File: src/irt_pkg.sv
package irt_pkg;
    // ***************************************************************
    // Register map
    // ***************************************************************
    localparam logic [7:0] SYMBOL_BYTE_COUNT_ADDR = 8'hA7;
    localparam logic [7:0] TRANSMIT_STATUS_ADDR = 8'hA8;
    localparam logic [7:0] TRANSMIT_LAUNCH_ADDR = 8'hA9;
    localparam logic [7:0] SYMBOL_BYTE_COUNT_RST = 8'h01;
    localparam int STAT_BUSY_BIT = 0;
    localparam int STAT_DONE_BIT = 1;
    localparam int LAUNCH_BARCODE_BIT = 0;
    localparam int LAUNCH_REMOTE_BIT = 1;

    // ***************************************************************
    // Timing
    // ***************************************************************
    localparam int CLK_PERIOD_NS = 8;
    localparam int QUARTER_US_NS = 250;
    // Rounds down: 31 cycles, so a quarter step runs 248 ns, not 250 ns
    localparam int QUARTER_CYC = QUARTER_US_NS / CLK_PERIOD_NS;
    localparam int BYTE_BITS = 8;
    localparam int FIFO_DEPTH = 8;

    typedef enum logic [2:0] {
        IRT_IDLE,
        IRT_LOAD,
        IRT_BITS,
        IRT_GAP_SYM,
        IRT_GAP_PKT
    } irt_state_t;

    // Loose configuration bits held outside this block
    typedef struct packed {
        logic [5:0] bit_time_setting;
        logic [7:0] symbol_repeat_count;
        logic [7:0] packet_repeat_count;
        logic [7:0] inter_symbol_gap;
        logic [7:0] inter_packet_gap;
        logic transmit_done_irq_enable;
    } irt_cfg_t;

    typedef struct packed {
        logic wr_en;
        logic rd_en;
        logic [7:0] addr;
        logic [7:0] wdata;
    } irt_reg_req_t;
endpackage : irt_pkg

File: src/irt_fifo.sv
`timescale 1ns/1ns
module irt_fifo #(
    parameter int WIDTH = 8,
    parameter int DEPTH = 8
) (
    input wire logic mclk,
    input wire logic rst_n,
    input wire logic in_valid,
    input wire logic [WIDTH-1:0] in_data,
    output logic in_ready,
    output logic out_valid,
    output logic [WIDTH-1:0] out_data,
    input wire logic out_ready
);
    localparam int AW = $clog2(DEPTH);
    logic [WIDTH-1:0] mem_ff [DEPTH];
    logic [AW-1:0] wr_ptr_ff;
    logic [AW-1:0] rd_ptr_ff;
    logic [AW:0] count_ff;
    logic push;
    logic pop;

    assign in_ready = (count_ff != (AW+1)'(DEPTH));
    assign out_valid = (count_ff != '0);
    assign out_data = mem_ff[rd_ptr_ff];
    assign push = in_valid && in_ready;
    assign pop = out_valid && out_ready;

    // Storage write
    always_ff @(posedge mclk) begin
        if (push) begin
            mem_ff[wr_ptr_ff] <= in_data;
        end
    end

    // Pointers wrap at the depth, which need not be a power of two
    always_ff @(posedge mclk) begin
        if (!rst_n) begin
            wr_ptr_ff <= '0;
            rd_ptr_ff <= '0;
            count_ff <= '0;
        end else begin
            if (push) begin
                wr_ptr_ff <= (wr_ptr_ff == AW'(DEPTH - 1)) ? '0 : wr_ptr_ff + 1'b1;
            end
            if (pop) begin
                rd_ptr_ff <= (rd_ptr_ff == AW'(DEPTH - 1)) ? '0 : rd_ptr_ff + 1'b1;
            end
            if (push && !pop) begin
                count_ff <= count_ff + 1'b1;
            end else if (pop && !push) begin
                count_ff <= count_ff - 1'b1;
            end
        end
    end
endmodule : irt_fifo

File: src/irt_tx_ctrl.sv
`timescale 1ns/1ns
// Functional notes
// - A symbol carries symbol_byte_count plus one pattern bytes.
// - With irq enable set, finishing a block sets the done flag, status bit 1.
// - The done flag is mirrored to the main status output.
// - Status bit 0 is high exactly while a transmission runs.
// - Launch bit 1 starts remote control from address 0; writing 0 stops.
// - Launch bit 0 starts barcode emulation; writing 0 stops.
// - Bit time is bit_time_setting plus one quarter steps of 248 ns.
// - Each packet repeats the symbol symbol_repeat_count plus one times.
// - The packet is sent packet_repeat_count plus one times.
// - Gaps last twice the gap setting plus one bit times; setting at least 8.
module irt_tx_ctrl #(
    parameter int DEPTH = irt_pkg::FIFO_DEPTH
) (
    input wire logic mclk,
    input wire logic rst_n,
    input wire irt_pkg::irt_reg_req_t reg_req,
    output logic [7:0] reg_rdata_ff,
    input wire irt_pkg::irt_cfg_t cfg,
    input wire logic pat_valid,
    input wire logic [7:0] pat_data,
    output logic pat_ready,
    output logic [7:0] pattern_addr_ff,
    output logic emitter_on_ff,
    output logic transmit_in_progress_ff,
    output logic transmit_done_flag_ff,
    output logic main_status_done_ff
);
    // ***************************************************************
    // Declarations
    // ***************************************************************
    irt_pkg::irt_state_t state_ff;
    logic [7:0] symbol_byte_count_ff;
    logic [1:0] launch_ff;
    logic [4:0] quarter_cnt_ff;
    logic [5:0] bit_cnt_ff;
    logic [2:0] bit_idx_ff;
    logic [7:0] byte_cnt_ff;
    logic [7:0] sym_cnt_ff;
    logic [7:0] pkt_cnt_ff;
    logic [8:0] gap_cnt_ff;
    logic [7:0] shift_ff;
    logic fifo_valid;
    logic fifo_ready;
    logic fifo_in_ready;
    logic [7:0] fifo_data;
    logic quarter_tick;
    logic bit_tick;
    logic wr_launch;
    logic start_req;
    logic stop_req;
    logic finish;
    logic rd_status;
    logic pat_ready_ff;

    assign pat_ready = pat_ready_ff;
    assign wr_launch = reg_req.wr_en && (reg_req.addr == irt_pkg::TRANSMIT_LAUNCH_ADDR);
    assign rd_status = reg_req.rd_en && (reg_req.addr == irt_pkg::TRANSMIT_STATUS_ADDR);
    assign start_req = wr_launch && (state_ff == irt_pkg::IRT_IDLE) && (reg_req.wdata[1:0] != 2'h0);
    // Stop when the running mode bit is written as zero
    assign stop_req = wr_launch && (state_ff != irt_pkg::IRT_IDLE)
        && ((reg_req.wdata[1:0] & launch_ff) == 2'h0);
    assign fifo_ready = (state_ff == irt_pkg::IRT_LOAD);

    // Pattern buffer; the engine stalls in LOAD while it is empty
    irt_fifo #(.WIDTH(8), .DEPTH(DEPTH)) u_fifo (
        .mclk(mclk),
        .rst_n(rst_n),
        .in_valid(pat_valid && pat_ready_ff), // Only a byte offered while ready counts
        .in_data(pat_data),
        .in_ready(fifo_in_ready),
        .out_valid(fifo_valid),
        .out_data(fifo_data),
        .out_ready(fifo_ready)
    );

    // Registered buffer ready, dropped for a cycle after each accepted byte; keeps the port flop-driven
    always_ff @(posedge mclk) begin
        if (!rst_n) begin
            pat_ready_ff <= 1'b0;
        end else begin
            pat_ready_ff <= fifo_in_ready && !(pat_valid && pat_ready_ff);
        end
    end

    // ***************************************************************
    // Bit timing
    // ***************************************************************
    assign quarter_tick = (quarter_cnt_ff == 5'(irt_pkg::QUARTER_CYC - 1));
    assign bit_tick = quarter_tick && (bit_cnt_ff == cfg.bit_time_setting);

    // Dividers restart on launch so the first bit falls one cycle short of full length
    always_ff @(posedge mclk) begin
        if (!rst_n || start_req) begin
            quarter_cnt_ff <= '0;
            bit_cnt_ff <= '0;
        end else begin
            quarter_cnt_ff <= quarter_tick ? '0 : quarter_cnt_ff + 1'b1;
            if (quarter_tick) begin
                bit_cnt_ff <= bit_tick ? '0 : bit_cnt_ff + 1'b1;
            end
        end
    end

    // ***************************************************************
    // Registers
    // ***************************************************************
    always_ff @(posedge mclk) begin
        if (!rst_n) begin
            symbol_byte_count_ff <= irt_pkg::SYMBOL_BYTE_COUNT_RST;
        end else if (reg_req.wr_en && (reg_req.addr == irt_pkg::SYMBOL_BYTE_COUNT_ADDR)) begin
            symbol_byte_count_ff <= reg_req.wdata;
        end
    end

    // Read data; unmapped addresses read zero
    always_ff @(posedge mclk) begin
        if (!rst_n) begin
            reg_rdata_ff <= 8'h00;
        end else if (reg_req.rd_en) begin
            if (reg_req.addr == irt_pkg::SYMBOL_BYTE_COUNT_ADDR) begin
                reg_rdata_ff <= symbol_byte_count_ff;
            end else if (reg_req.addr == irt_pkg::TRANSMIT_STATUS_ADDR) begin
                reg_rdata_ff <= {6'h00, transmit_done_flag_ff, transmit_in_progress_ff};
            end else if (reg_req.addr == irt_pkg::TRANSMIT_LAUNCH_ADDR) begin
                reg_rdata_ff <= {6'h00, launch_ff};
            end else begin
                reg_rdata_ff <= 8'h00;
            end
        end
    end

    // ***************************************************************
    // Sequencer
    // ***************************************************************
    assign finish = bit_tick && (state_ff == irt_pkg::IRT_BITS)
        && (bit_idx_ff == 3'(irt_pkg::BYTE_BITS - 1)) && (byte_cnt_ff == symbol_byte_count_ff)
        && (sym_cnt_ff == cfg.symbol_repeat_count) && (pkt_cnt_ff == cfg.packet_repeat_count);

    // Main state and loop counters
    always_ff @(posedge mclk) begin
        if (!rst_n) begin
            state_ff <= irt_pkg::IRT_IDLE;
            launch_ff <= 2'h0;
            bit_idx_ff <= '0;
            byte_cnt_ff <= '0;
            sym_cnt_ff <= '0;
            pkt_cnt_ff <= '0;
            gap_cnt_ff <= '0;
            shift_ff <= '0;
            pattern_addr_ff <= '0;
        end else if (start_req) begin
            state_ff <= irt_pkg::IRT_LOAD;
            launch_ff <= reg_req.wdata[1:0];
            byte_cnt_ff <= '0;
            sym_cnt_ff <= '0;
            pkt_cnt_ff <= '0;
            pattern_addr_ff <= '0;
        end else if (stop_req || finish) begin
            state_ff <= irt_pkg::IRT_IDLE;
            launch_ff <= 2'h0;
        end else begin
            case (state_ff)
                irt_pkg::IRT_LOAD: begin
                    if (fifo_valid) begin
                        shift_ff <= fifo_data;
                        bit_idx_ff <= '0;
                        pattern_addr_ff <= pattern_addr_ff + 1'b1;
                        state_ff <= irt_pkg::IRT_BITS;
                    end
                end
                irt_pkg::IRT_BITS: begin
                    if (bit_tick) begin
                        shift_ff <= {shift_ff[6:0], 1'b0};
                        bit_idx_ff <= bit_idx_ff + 1'b1;
                        if (bit_idx_ff == 3'(irt_pkg::BYTE_BITS - 1)) begin
                            if (byte_cnt_ff != symbol_byte_count_ff) begin
                                byte_cnt_ff <= byte_cnt_ff + 1'b1;
                                state_ff <= irt_pkg::IRT_LOAD;
                            end else if (sym_cnt_ff != cfg.symbol_repeat_count) begin
                                byte_cnt_ff <= '0;
                                sym_cnt_ff <= sym_cnt_ff + 1'b1;
                                gap_cnt_ff <= {cfg.inter_symbol_gap, 1'b0};
                                state_ff <= irt_pkg::IRT_GAP_SYM;
                            end else begin
                                byte_cnt_ff <= '0;
                                sym_cnt_ff <= '0;
                                pkt_cnt_ff <= pkt_cnt_ff + 1'b1;
                                gap_cnt_ff <= {cfg.inter_packet_gap, 1'b0};
                                state_ff <= irt_pkg::IRT_GAP_PKT;
                            end
                        end
                    end
                end
                irt_pkg::IRT_GAP_SYM, irt_pkg::IRT_GAP_PKT: begin
                    // Gap of 2*setting+1 bit times, counted down to zero
                    if (bit_tick) begin
                        if (gap_cnt_ff == '0) begin
                            state_ff <= irt_pkg::IRT_LOAD;
                        end else begin
                            gap_cnt_ff <= gap_cnt_ff - 1'b1;
                        end
                    end
                end
                default: begin
                    state_ff <= irt_pkg::IRT_IDLE;
                end
            endcase
        end
    end

    // ***************************************************************
    // Outputs and flags
    // ***************************************************************
    // emitter off outside bits
    always_ff @(posedge mclk) begin
        if (!rst_n) begin
            emitter_on_ff <= 1'b0;
        end else begin
            emitter_on_ff <= (state_ff == irt_pkg::IRT_BITS) && shift_ff[7] && !stop_req && !finish;
        end
    end

    always_ff @(posedge mclk) begin
        if (!rst_n) begin
            transmit_in_progress_ff <= 1'b0;
        end else begin
            transmit_in_progress_ff <= start_req
                || ((state_ff != irt_pkg::IRT_IDLE) && !stop_req && !finish);
        end
    end

    // done flag, read of status clears, a new event wins
    always_ff @(posedge mclk) begin
        if (!rst_n) begin
            transmit_done_flag_ff <= 1'b0;
            main_status_done_ff <= 1'b0;
        end else if (finish && cfg.transmit_done_irq_enable) begin
            transmit_done_flag_ff <= 1'b1;
            main_status_done_ff <= 1'b1;
        end else if (rd_status) begin
            transmit_done_flag_ff <= 1'b0;
            main_status_done_ff <= 1'b0;
        end
    end
endmodule : irt_tx_ctrl

File: config.mk
export PLATFORM = sky130hd
export DESIGN_NAME = irt_tx_ctrl
export DESIGN_NICKNAME = d
export VERILOG_FILES = /design/src/irt_pkg.sv /design/src/irt_fifo.sv /design/src/irt_tx_ctrl.sv
export SDC_FILE = /design/constraint.sdc
export NUM_CORES = 1
export LEC_CHECK = 0
export BUFFER_PORTS_ARGS = -buffer_cell sky130_fd_sc_hd__buf_2
export CAP_MARGIN = 20
export CELL_PAD_IN_SITES_DETAIL_PLACEMENT = 0
export CELL_PAD_IN_SITES_GLOBAL_PLACEMENT = 1
export CORE_ASPECT_RATIO = 0.7
export CORE_MARGIN = 2
export CORE_UTILIZATION = 40
export DETAILED_ROUTE_END_ITERATION = 10
export GPL_TIMING_DRIVEN = 0
export HOLD_SLACK_MARGIN = 0.03
export PLACE_DENSITY_LB_ADDON = 0.2
export SKIP_LAST_GASP = 1
export SLEW_MARGIN = 20
export SYNTH_ARGS = -nofsm -noshare
export SYNTH_HDL_FRONTEND = slang
export SYNTH_SLANG_ARGS = --single-unit
File: constraint.sdc
create_clock -name mclk -period 6.96 [get_ports mclk]
set_clock_uncertainty 0.1 [all_clocks]
set_input_delay 0.348 -clock mclk [delete_from_list [all_inputs] [get_ports mclk]]
set_output_delay 0.348 -clock mclk [all_outputs]
set_load 0.02 [all_outputs]
## Word level (Yosys, flattened, before mapping)

Memories as Yosys holds them, arrays and structs flattened. A register that Yosys moved wholly into a read port is not among the register bits.
Cells that the tools add are included.

| storage, ports and cells | value |
|---|---|
| output and inout bits | 21 |
| register bits | 98 |
| bits of input ports | 68 |
| RAM bits | 64 |
| memories kept | 1 |

| cells by class | value |
|---|---|
| multiplexer cells | 41 |
| reduce and logical (&&, ||, !) cells | 57 |
| equality and inequality tests | 30 |
| bitwise logic cells | 6 |
| add/subtract/negate cells | 12 |

Memories:

| memory | words | width | read ports | clocked after memory_dff | write ports | RTL line | source |
|---|---|---|---|---|---|---|---|
| u_fifo.mem_ff | 8 | 8 | 1 | 1 | 1 | irt_fifo.sv:16 | `logic [WIDTH-1:0] mem_ff [DEPTH];` |

Operators with widths:

| operator | count |
|---|---|
| 9-bit two-way mux | 6 |
| 8-bit two-way mux | 5 |
| 3-bit two-way mux | 13 |
| 8-bit by 1-bit adder with 8-bit output (second input constant) | 4 |
| 1-bit logical AND | 25 |
| 8-bit equality test | 3 |
| 8-bit equality test (second input constant) | 3 |
| 4-bit != test (second input constant) | 5 |
| 5-bit AND reduction | 4 |
| 9-bit one-hot mux with 2 select lines | 1 |
| 8-bit != test | 2 |
| 8-bit one-hot mux with 2 select lines | 1 |
| 3-bit equality test (second input constant) | 4 |
| 2-bit != test (second input constant) | 6 |
| 2-bit nonzero test | 6 |
| 3-bit by 1-bit adder with 3-bit output (second input constant) | 3 |
| 9-bit logical NOT | 1 |
| 3-bit one-hot mux with 3 select lines | 1 |
| 9-bit by 1-bit subtractor with 9-bit output (second input constant) | 1 |
| 2-bit two-way mux | 4 |
| 4-bit two-way mux | 2 |
| 8-bit AND reduction | 1 |
| 6-bit by 1-bit adder with 6-bit output (second input constant) | 1 |
| 3-bit by 2-bit equality test with 1-bit output (second input constant) | 2 |
| 24 further kinds | 42 |

## Logic depth before layout (Yosys ltp)

Gate-level depths: netlist of the first run.

| logic depth | value |
|---|---|
| word-level depth | 10 |
| gate-level depth with buffers | 12 |
| depth with buffers taken out | 12 |

## Cells and area by module

Synthesis of the first run repeated with hierarchy kept, for this count alone.

| unflattened totals | value |
|---|---|
| cells, all modules | 740 |
| area, all modules | 7897.6 sq um |

By module, submodules not included:

| module | area an instance (sq um) | cells each | instances |
|---|---|---|---|
| irt_tx_ctrl | 4745.8 | 572 | 1 |
| irt_fifo | 3151.8 | 168 | 1 |

## Worst setup path after synthesis of the first run

OpenSTA, ideal clock, no wires.

| timing path | value |
|---|---|
| path type | register to register |
| start | register u_fifo.count_ff[0] |
| end | register u_fifo.count_ff[3] |
| arrival time | 2.465 ns |
| required time | 6.790 ns |
| path buffers | 0 |
| setup time | 0.070 ns |
| stages on the path, launching flop included | 10 |
| setup slack | 4.325 ns |
| cell sequence | dfxtp_1 -> o41ai_2 -> ha_1 -> inv_1 -> ha_1 -> a21o_1 -> a21oi_1 -> xnor2_1 -> or3_1 -> a21oi_1 |

| between the ends | value |
|---|---|
| cells in the longest elaborated chain, start to end | 5 |

RTL lines:

| item | RTL line | source |
|---|---|---|
| from (decl) | irt_fifo.sv:19 | `logic [AW:0] count_ff;` |
| from (signal assigned) | irt_fifo.sv:50 | `count_ff <= count_ff + 1'b1;` |
| from (signal assigned) | irt_fifo.sv:52 | `count_ff <= count_ff - 1'b1;` |
| branches (longest 5 deep; another with 4-bit by 1-bit subtractor with 4-bit output) | n/a |  |

Parallel ways; which one is timed is not known. The select of a mux whose other input is x is not followed.
A chain may end at the register's enable or synchronous reset.

## Worst setup path in the final report of the first run

| timing path | value |
|---|---|
| start | register state_ff[0] |
| end | register u_fifo.count_ff[3] |

| between the ends | value |
|---|---|
| cells in the longest elaborated chain, start to end | 5 |

RTL lines:

| item | RTL line | source |
|---|---|---|
| from (decl) | irt_tx_ctrl.sv:33 | `irt_pkg::irt_state_t state_ff;` |
| from (signal assigned) | irt_tx_ctrl.sv:144 | `state_ff <= irt_pkg::IRT_IDLE;` |
| from (signal assigned) | irt_tx_ctrl.sv:154 | `state_ff <= irt_pkg::IRT_LOAD;` |
| from (signal assigned) | irt_tx_ctrl.sv:161 | `state_ff <= irt_pkg::IRT_IDLE;` |
| 3-bit by 1-bit equality test with 1-bit output * | irt_tx_ctrl.sv:64 | `assign fifo_ready = (state_ff == irt_pkg::IRT_LOAD);` |
| 1-bit logical AND * | irt_fifo.sv:27 | `assign pop = out_valid && out_ready;` |
| 1-bit logical NOT | irt_fifo.sv:49 | `if (push && !pop) begin` |
| 1-bit logical AND | irt_fifo.sv:49 |  |
| 4-bit two-way mux or 2-bit nonzero test (tied branches) | n/a |  |

Every way passes the cells marked *; elsewhere a longest branch is shown, timed or not.

==> results of run 1 <==
final timing paths:
path                            slack [ns]                      from                              endpoint
worst max register to register        3.87  state_ff[0]$_SDFFE_PN0P_       u_fifo.count_ff[3]$_SDFFE_PN0P_
worst max-delay path                  3.87  state_ff[0]$_SDFFE_PN0P_       u_fifo.count_ff[3]$_SDFFE_PN0P_
worst min register to register        0.36  shift_ff[7]$_SDFFE_PN0P_              emitter_on_ff$_SDFF_PN0_
worst min-delay path                  0.06                reg_req[4]  symbol_byte_count_ff[4]$_SDFFE_PN0P_
power breakdown:
part,internal (uW),switching [uW]
clock network,501,410
registers,1040,34.3
logic,122,162
area by class of cell:
cell class,instances,area (um^2)
repair buffers,87,435.4
fillers,1743,9856
plain buffers,30,121.4
multi-input cells,517,3556
clock inverters,15,146.4
clock buffers,17,425.4
flip-flops and latches,165,3944
well taps,242,302.8
inverters,7,26.28
per-stage QoR:
step	util [%]	std cells	area (um^2)	total power, uW
final	47.61	1080	8957	2265
after global routing	47.61	1080	8957	2369
after CTS	47.61	1080	8957	2286
after detailed placement	44.57	1048	8386	1375
after global placement	44.41	1047	8354	1361
after floorplan	-	719	7621	1282
kinds of logic (layout without fill, tap and decap cells):
| family | count (synthesis) | in the layout | synth area share, % |
|---|---|---|---|
| flip-flops | 165 | 165 | 51.75 |
| AO/OA/AOI/OAI | 110 | 110 | 9.211 |
| multiplexers | 38 | 38 | 7.618 |
| buffers and inverters | 37 | 156 | 1.937 |
| AND/OR/NAND/NOR | 291 | 291 | 19.54 |
| adder cells (fa/ha/maj) | 18 | 18 | 3.054 |
| XOR/XNOR | 60 | 60 | 6.895 |
synthesized netlist by cell type, types with 3 or more instances:
library cell	count	area share (%)
dfxtp_1	101	27
xor2_1	27	3.1
nand3_1	51	3.3
buf_1	4	0.20
clkbuf_1	21	1.0
a21oi_1	47	3.1
or3_1	14	1.1
edfxtp_1	64	25
and4_1	4	0.46
buf_2	4	0.26
xnor2_1	33	3.8
o21ai_0	29	1.9
a211oi_1	4	0.39
mux2i_1	22	2.9
nand3b_1	4	0.39
ha_1	17	2.8
nor2_1	65	3.2
nand4_1	21	1.7
nor3_1	16	1.1
nand2_1	67	3.3
nand2b_1	13	1.1
nor3b_1	5	0.49
and2_1	6	0.49
inv_1	7	0.34
o211ai_1	10	0.99
nor4_1	6	0.49
mux4_2	16	4.7
a211o_1	3	0.34
flip-flops by register name, indices dropped and copies added, names as in the netlist, 4 cells and up, named ones only:
register and flops:
u_fifo.mem_ff 64, gap_cnt_ff 9, byte_cnt_ff 8, pattern_addr_ff 8, pkt_cnt_ff 8, reg_rdata_ff 8
shift_ff 8, sym_cnt_ff 8, symbol_byte_count_ff 8, bit_cnt_ff 6, quarter_cnt_ff 5, u_fifo.count_ff 4
metal layers:
layer  GRT usage, %  share of wire (%)  routed length [um]
met1          28.15                 51                9202
met2          26.20                 41                7390
met3          4.354                6.1                1102
met4          5.502                1.3                 231
met5              0                  0                   0
worst min-delay path, cell delays in order:
cell and delay (ns):
buf_2 0.09, nand3_1 0.06, a21oi_1 0.05
==> impl_metrics.toml, run 1 <==
[die]
die-height_um = 119.5
io_pins = 89
die_w_um = 169.0
initial_core_util_pct = 40.51
rows = 42
die_area_um2 = 20190
core_um2 = 18810

[sta]
worst_slew_pin_slew_ns = 0.9394
setup_tns_ns = 0
drv_slew = 0
grt_setup_unrepaired = "false"
fin_crit_sh_pct = 44.42
max_slew_margin_pct = 37.14
fmax_mhz = 323.5
hold_viol_final = 0
period_minus_slack_ns = 3.091
setup_viol = 0
setup_slack_ns = 3.869
hold_ws_ns = 0.06349

[global_routing]
grt-ovfl-total = 0
antenna_found_initial = 0
grt_pass1_vias = 5677
grtUsageTotal_pct = 18.58
grt_max_degree = 17
grt_pass1_wl_um = 29200

[yosys]
async_reset_ff_share_pct = 0
syn_area_um2 = 7621
syn_inst = 719
synth_edf_count = 64
yosysUniqueCellTypes = 58
ys_ff_latch = 165
synthFlopType = "dfxtp_1"
synth_nets = 805
ys_seq_area_share_pct = 51.75
avgSynthCellArea_um2 = 10.60
ys_warn_count = 0

[setup_path]
crit_type = "register to register"
cp-end-kind = "register"
startpoint_type = "register"
crit_buf_inv = 1
crit_path_max_incr_delay_ns = 0.53
critPathSlowestCell = "nor3b_1"
worstPathCellList = "nor3b_1, o41ai_2, ha_1, inv_1, ha_1, a21o_1, a21oi_1, xnor2_1, or3_1, a21oi_1"
crit_family = "simple AND/OR/NAND/NOR gates"
reg2reg_depth = 10
cp.depth = 10
worst-path-max-fanout = 8
cp.required_ns = 7.21
arrival_ns = 3.35

[power]
peakVddDrop_uv = 165.8
power_leakage_uw = 0.003189
p_per_area_nw_per_um2 = 252.9

[clocking]
hold_buffers = 0
cts_num_sinks = 165
cts_repair_resize_count = 0
cts_buffers = 17
postCtsSetupRepairBufs = 0
clk_pin_slew_ns = 0.07
htree_levels = 4
ctsLongestPathBuffers = 2
cts_tree = "yes"
root_buffer = "clkbuf_16"
clock_latency_ns = 0.43

[place]
dp_slack_ns = 3.858
place.gp.congestion = 0.8071
hpwl_um = 13520
io_buffers = 86

[cells_and_area]
nNetsFinal = 911
n_antenna_cell = 0
drive_gt1_share_pct = 18.74
layout_commonest_cell = "dfxtp_1"
mostFrequentLayoutCells = "101 x dfxtp_1, 91 x buf_2, 67 x nand2_1"
area_growth_pct = 17.53

[drt]
post_drt_wl_per_cell_um = 16.60
final_antenna_net_count = 0
num_vias = 5839
drt_first_pass_iters = 6
drc = 0
dr.first_iter.drc_count = 366
postRouteWirelength_um = 17930
vias_per_cell = 5.406

[hold_path]
holdCritPathClass = "input pin to register"
whs_path_depth = 3

[run_status]
status = "finished, final reports clean"

[flow_run]
drv_cap = 0
No activity file was read; power rests on OpenSTA's default activity.
==> run 2, diff against run 1 <==
--- a/config.mk
+++ b/config.mk
@@ -5,6 +5,7 @@
 export SDC_FILE = /design/constraint.sdc
 export NUM_CORES = 1
 export LEC_CHECK = 0
+export ABC_AREA = 1
 export BUFFER_PORTS_ARGS = -buffer_cell sky130_fd_sc_hd__buf_2
 export CAP_MARGIN = 20
 export CELL_PAD_IN_SITES_DETAIL_PLACEMENT = 0
==> constraint.sdc (replaced) <==
create_clock -name mclk -period 3.2 [get_ports mclk]
set_clock_uncertainty 0.1 [all_clocks]
set_input_delay 0.16 -clock mclk [delete_from_list [all_inputs] [get_ports mclk]]
set_output_delay 0.16 -clock mclk [all_outputs]
set_load 0.02 [all_outputs]
==> run 2 against run 1 <==
Compared with the run above:
- non-clock buffer count increased by 17
- critical path depth increased by 5
- highest routed layer unchanged
- count of clock-buffer cells in the layout increased by 5
- largest cell class unchanged
==> impl_metrics.toml, run 2 <==
[run_status]
status = "finished, final reports clean"

[sta]
period_minus_slack_ns = 2.911
hold_viol_final = 0
setup_viol = 0
grt_setup_unrepaired = "false"
worst_slew_pin_slew_ns = 0.9337
drv_slew = 0
fin_crit_sh_pct = 90.98
setup_tns_ns = 0
max_slew_margin_pct = 37.53
fmax_mhz = 343.5
setup_slack_ns = 0.2887

[yosys]
avgSynthCellArea_um2 = 8.061
yosysUniqueCellTypes = 47
syn_area_um2 = 7908
post-synth-top-count-cell = "nand2_1"
synth_edf_count = 64
ys_ff_latch = 165
ys_seq_area_share_pct = 49.87
ys_warn_count = 0
async_reset_ff_share_pct = 0
post-synth-top-area-fraction_pct = 25.57
synth_nets = 1067
syn_inst = 981
synthFlopType = "dfxtp_1"
synth_top_area_cell = "dfxtp_1"
yosys-top-cells-count = "183 x nand2_1, 164 x nor2_1, 103 x inv_1, 101 x dfxtp_1, 89 x o21ai_0"
synthTopCellsByArea = "dfxtp_1 26%, edfxtp_1 24%, nand2_1 8.7%, nor2_1 7.8%, o21ai_0 5.6%"

[clocking]
htree_levels = 4
postCtsSetupRepairBufs = 0
ctsLongestPathBuffers = 2
cts_buffers = 17
root_buffer = "clkbuf_16"
clock_latency_ns = 0.43
cts_tree = "yes"
clk_pin_slew_ns = 0.07
cts_num_sinks = 165

[cells_and_area]
regArea_um2 = 3944
layout_commonest_cell = "nand2_1"
multi_input_area_um2 = 3437
n_antenna_cell = 0
final_util_pct = 49.63
postLayoutCellArea_um2 = 9494
area_growth_pct = 20.06
mostFrequentLayoutCells = "183 x nand2_1, 164 x nor2_1, 103 x inv_1"
top_regs = "u_fifo.mem_ff: 64 flops, gap_cnt_ff: 9 flops"
largest_reg_flops = 64
nNetsFinal = 1197
drive_gt1_share_pct = 13.97
n_fill_cell = 1892
regMostFlops = "u_fifo.mem_ff"

[setup_path]
crit_type = "register to register"
arrival_ns = 3.13
worst-path-max-fanout = 6
reg2reg_slack_ns = 0.29
cp-end-kind = "register"
cp.required_ns = 3.42
startpoint_type = "register"

[global_routing]
antenna_found_initial = 0
grt_pass1_vias = 6338
grtUsageTotal_pct = 20.05
grt_pass1_wl_um = 32630
grt-ovfl-total = 0
grt_max_degree = 17

[hold_path]
holdCritPathClass = "input pin to register"

[place]
dpl_cell_area_um2 = 8678
hpwl_um = 15090
io_buffers = 88
dp_slack_ns = 0.1808
place.gp.congestion = 0.8265

[power]
peakVddDrop_uv = 351.3
power_leakage_uw = 0.003882
p_per_area_nw_per_um2 = 585.9

[die]
core_um2 = 19130
initial_core_util_pct = 41.34
die-height_um = 121.6
die_w_um = 172.1
io_pins = 89
rows = 42
die_area_um2 = 20930

[drt]
postRouteWirelength_um = 20070
drc = 0
final_antenna_net_count = 0
num_vias = 6728
vias_per_cell = 4.847
dr.first_iter.drc_count = 538
drt_first_pass_iters = 5
post_drt_wl_per_cell_um = 14.46

[flow_run]
drv_cap = 0
[run 2: changes by cell type after synthesis, sizes merged, moves of 19 or more]
cell | before | now
inv | 7 | 113
mux2i | 22 | 0
nand2 | 67 | 187
nor2 | 67 | 173
o21ai | 30 | 93
o22ai | 2 | 22
xnor2 | 33 | 14
[run 2: through the flow]
step                cells  hold WS, ns  power [uW]
finish               1388      0.03680        5563
global route         1388      0.05912        5870
floorplan             981       0.1589        3199
detailed placement   1333       0.3053        3552
CTS                  1388      0.03797        5587
global placement     1333       0.2921        3549
[run 2: per-layer routing]
metal  vias up  part of all wire [%]  track usage [%]
met5         -                     0                0
met4         0                  0.73            4.044
met3        18                   4.7            4.029
met2       147                    37            26.43
met1      3049                    57            33.00
li1       3514                     -                -
[run 2: kinds of logic (layout without fill, tap and decap cells)]
logic type / after synthesis / in the layout / synth area share (%)
AO/OA/AOI/OAI: 190 / 190 / 13.04
XOR/XNOR: 32 / 32 / 3.544
adder cells (fa/ha/maj): 18 / 18 / 2.943
buffers and inverters: 138 / 281 / 6.725
flip-flops: 165 / 165 / 49.87
AND/OR/NAND/NOR: 438 / 438 / 23.88
[run 2: worst paths after layout]
kind,start,to,cells past startpoint
worst max-delay path,state_ff[0]$_SDFFE_PN0P_,u_fifo.count_ff[3]$_SDFFE_PN0P_,15
worst min-delay path,rst_n,bit_idx_ff[1]$_SDFFE_PN0P_,3
worst max register to register,state_ff[0]$_SDFFE_PN0P_,u_fifo.count_ff[3]$_SDFFE_PN0P_,15
worst min register to register,pattern_addr_ff[4]$_SDFFE_PP0P_,pattern_addr_ff[4]$_SDFFE_PP0P_,2
[run 2: timing repair]
action	in CTS	in global routing
endpoints found under the setup margin	0	1
hold buffers	23	0
gates resized for setup	0	1
endpoints found under the hold margin	84	0
[run 2: worst max-delay path: stages (launching register included)]
cell and delay, ns:
dfxtp_1 0.39, inv_2 0.07, nor3_1 0.26, inv_1 0.14, nor2_4 0.19, inv_1 0.14, ha_1 0.25, inv_1 0.12
ha_1 0.27, and3_1 0.19, a211oi_1 0.27, nor2_1 0.07, nor2_1 0.08, nand2_1 0.07, o21ai_0 0.14, a21oi_1 0.05
[run 2: where the power goes]
| part | internal [uW] | total (uW) | switching, uW |
|---|---|---|---|
| registers | 2330 | 2430 | 105 |
| logic | 380 | 1120 | 738 |
| clock network | 1120 | 2010 | 891 |
| total | 3830 | 5560 | 1730 |
[run 2: area by class of cell]
class,instances,area share [%]
flip-flops and latches,165,41.54
multi-input cells,678,36.20
repair buffers,111,7.064
clock buffers,22,5.219
inverters,115,4.560
well taps,264,3.479
plain buffers,23,1.041
clock inverters,10,0.8962
==> run 3, diff against run 2 <==
--- a/config.mk
+++ b/config.mk
@@ -13,6 +13,7 @@
 export CORE_ASPECT_RATIO = 0.7
 export CORE_MARGIN = 2
 export CORE_UTILIZATION = 40
+export CTS_BUF_LIST = sky130_fd_sc_hd__clkbuf_16
 export DETAILED_ROUTE_END_ITERATION = 10
 export GPL_TIMING_DRIVEN = 0
 export HOLD_SLACK_MARGIN = 0.03
==> run 3 against run 2 <==
Compared with the run above:
- first-iteration DRC count grew 11%
- register-to-register slack is essentially flat
- combinational power is essentially flat
- sequential cell count is the same
- count of clock-buffer cells in the layout shrank 4
- non-clock buffer count is the same
- die area is the same
- maximum frequency grew 0.34%
- total power shrank 1.2%
==> impl_metrics.toml, run 3 (synthesized netlist as in run 2, its figures left out) <==
[die]
io_pins = 89
rows = 42
initial_core_util_pct = 41.34
die_w_um = 172.1
core_um2 = 19130
die_area_um2 = 20930
die-height_um = 121.6

[cells_and_area]
final_util_pct = 49.48
n_fill_cell = 1894
top_regs = "u_fifo.mem_ff: 64 flops, gap_cnt_ff: 9 flops"
layout_commonest_cell = "nand2_1"
nNetsFinal = 1197
area_growth_pct = 19.68
n_antenna_cell = 0
largest_reg_flops = 64
drive_gt1_share_pct = 13.97
mostFrequentLayoutCells = "183 x nand2_1, 164 x nor2_1, 104 x inv_1"
regMostFlops = "u_fifo.mem_ff"

[power]
clkPwrFrac_pct = 35.5
power_leakage_uw = 0.003877
p_per_area_nw_per_um2 = 580.5
p_int_uw = 3754
combPwrFrac_pct = 20.2
peakVddDrop_uv = 279.2
switching_share_pct = 31.68
sequentialPowerShare_pct = 44.3
p_switching_uw = 1741

[drt]
post_drt_wl_per_cell_um = 14.45
final_antenna_net_count = 0
vias_per_cell = 4.823
dr.first_iter.drc_count = 595
num_vias = 6695
postRouteWirelength_um = 20060
drt_first_pass_iters = 4
drc = 0

[sta]
period_minus_slack_ns = 2.902
hold_viol_final = 0
max_slew_margin_pct = 35.72
setup_viol = 0
drv_slew = 0
fin_crit_sh_pct = 90.67
worst_slew_pin_slew_ns = 0.9607
grt_setup_unrepaired = "false"
fmax_mhz = 344.6
setup_tns_ns = 0

[global_routing]
grtUsageTotal_pct = 20.08
grt_pass1_wl_um = 32610
grt-ovfl-total = 0
antenna_found_initial = 0
grt_pass1_vias = 6341
grt_max_degree = 17

[clocking]
cts_buffers = 17
postCtsSetupRepairBufs = 0
cts_num_sinks = 165
cts_tree = "yes"
clk_pin_slew_ns = 0.07
root_buffer = "clkbuf_16"
htree_levels = 4
ctsLongestPathBuffers = 2
clock_latency_ns = 0.43

[setup_path]
cp-end-kind = "register"
startpoint_type = "register"
worstPathCellList = "inv_2, nor3_1, inv_1, nor2_4, inv_1, ha_1, inv_1, ha_1, and3_1, a211oi_1, nor2_1, nor2_1, nand2_1, o21ai_0, a21oi_1"
crit_path_max_incr_delay_ns = 0.38
cp.required_ns = 3.43
cpMostUsedCell = "inv_1"
crit_type = "register to register"
arrival_ns = 3.13
critPathSlowestCell = "dfxtp_1"
worst-path-max-fanout = 6

[place]
hpwl_um = 15090
place.gp.congestion = 0.8265
io_buffers = 88

[run_status]
status = "finished, final reports clean"

[flow_run]
drv_cap = 0

[hold_path]
holdCritPathClass = "input pin to register"
==> run 3: changes by cell type in the layout (fill, tap and decap cells not counted), sizes merged <==
cell and delta:
inv +4, clkbuf -4
==> run 3: final timing paths <==
path | startpoint | endpoint | slack (ns) | cells after the start
worst max-delay path | state_ff[0]$_SDFFE_PN0P_ | u_fifo.count_ff[3]$_SDFFE_PN0P_ | 0.30 | 15
worst min-delay path | rst_n | bit_idx_ff[1]$_SDFFE_PN0P_ | 0.04 | 3
worst max register to register | state_ff[0]$_SDFFE_PN0P_ | u_fifo.count_ff[3]$_SDFFE_PN0P_ | 0.30 | 15
worst min register to register | bit_idx_ff[1]$_SDFFE_PN0P_ | bit_idx_ff[1]$_SDFFE_PN0P_ | 0.37 | 2
==> run 3: layout make-up <==
| cell class | instances | area, um^2 | area share (%) |
|---|---|---|---|
| buffer | 23 | 98.84 | 1.044 |
| clock buffer | 18 | 450.4 | 4.759 |
| inverter | 115 | 432.9 | 4.574 |
| timing repair buffer | 111 | 670.6 | 7.086 |
| clock inverter | 14 | 100.1 | 1.058 |
| tap | 264 | 330.3 | 3.490 |
| sequential | 165 | 3944 | 41.67 |
| multi-input combinational | 678 | 3437 | 36.32 |
==> run 3: per-stage QoR <==
stage	cells	setup WS (ns)	total power [uW]	hold slack (ns)	instance area, um^2
after global placement	1333	0.2232	3549	0.2921	8678
after detailed placement	1333	0.1808	3552	0.3053	8678
after floorplan	981	0.6607	3199	0.1589	7908
after CTS	1388	0.1610	5517	0.03449	9459
final	1388	0.2985	5494	0.04013	9464
after global routing	1388	0.07476	5792	0.05689	9464
==> run 3: timing repair <==
| item | CTS | global route |
|---|---|---|
| endpoints found under the hold margin | 84 | 0 |
| hold buffers | 23 | 0 |
| setup endpoints to repair | 0 | 1 |
| resized for setup | 0 | 1 |
==> run 3: power by group through the flow <==
stage          clock network (uW)  logic [uW]  registers [uW]
4_1_cts                      1980        1110            2430
3_3_place_gp                    0        1080            2470
3_5_place_dp                    0        1080            2470
5_1_grt                      2070        1270            2450
6_report                     1950        1110            2430
2_1_floorplan                   0         724            2470
==> run 3: worst max-delay path, delay by kind of cell (launching register included) <==
family / cells / cell delay, ns
adders and majority gates: 2 / 0.52
AOI/OAI and AO/OA: 3 / 0.46
and+or+nand+nor: 6 / 0.86
buffers and inverters: 4 / 0.47
DFF: 1 / 0.38
==> run 3: metal layers <==
metal  vias up  global-route usage (%)  share of wire, %
li1       3511                       -                 -
met1      3011                   32.93                57
met3        17                   4.094               4.9
met5         -                       0                 0
met4         0                   4.359              0.81
met2       156                   26.41                37
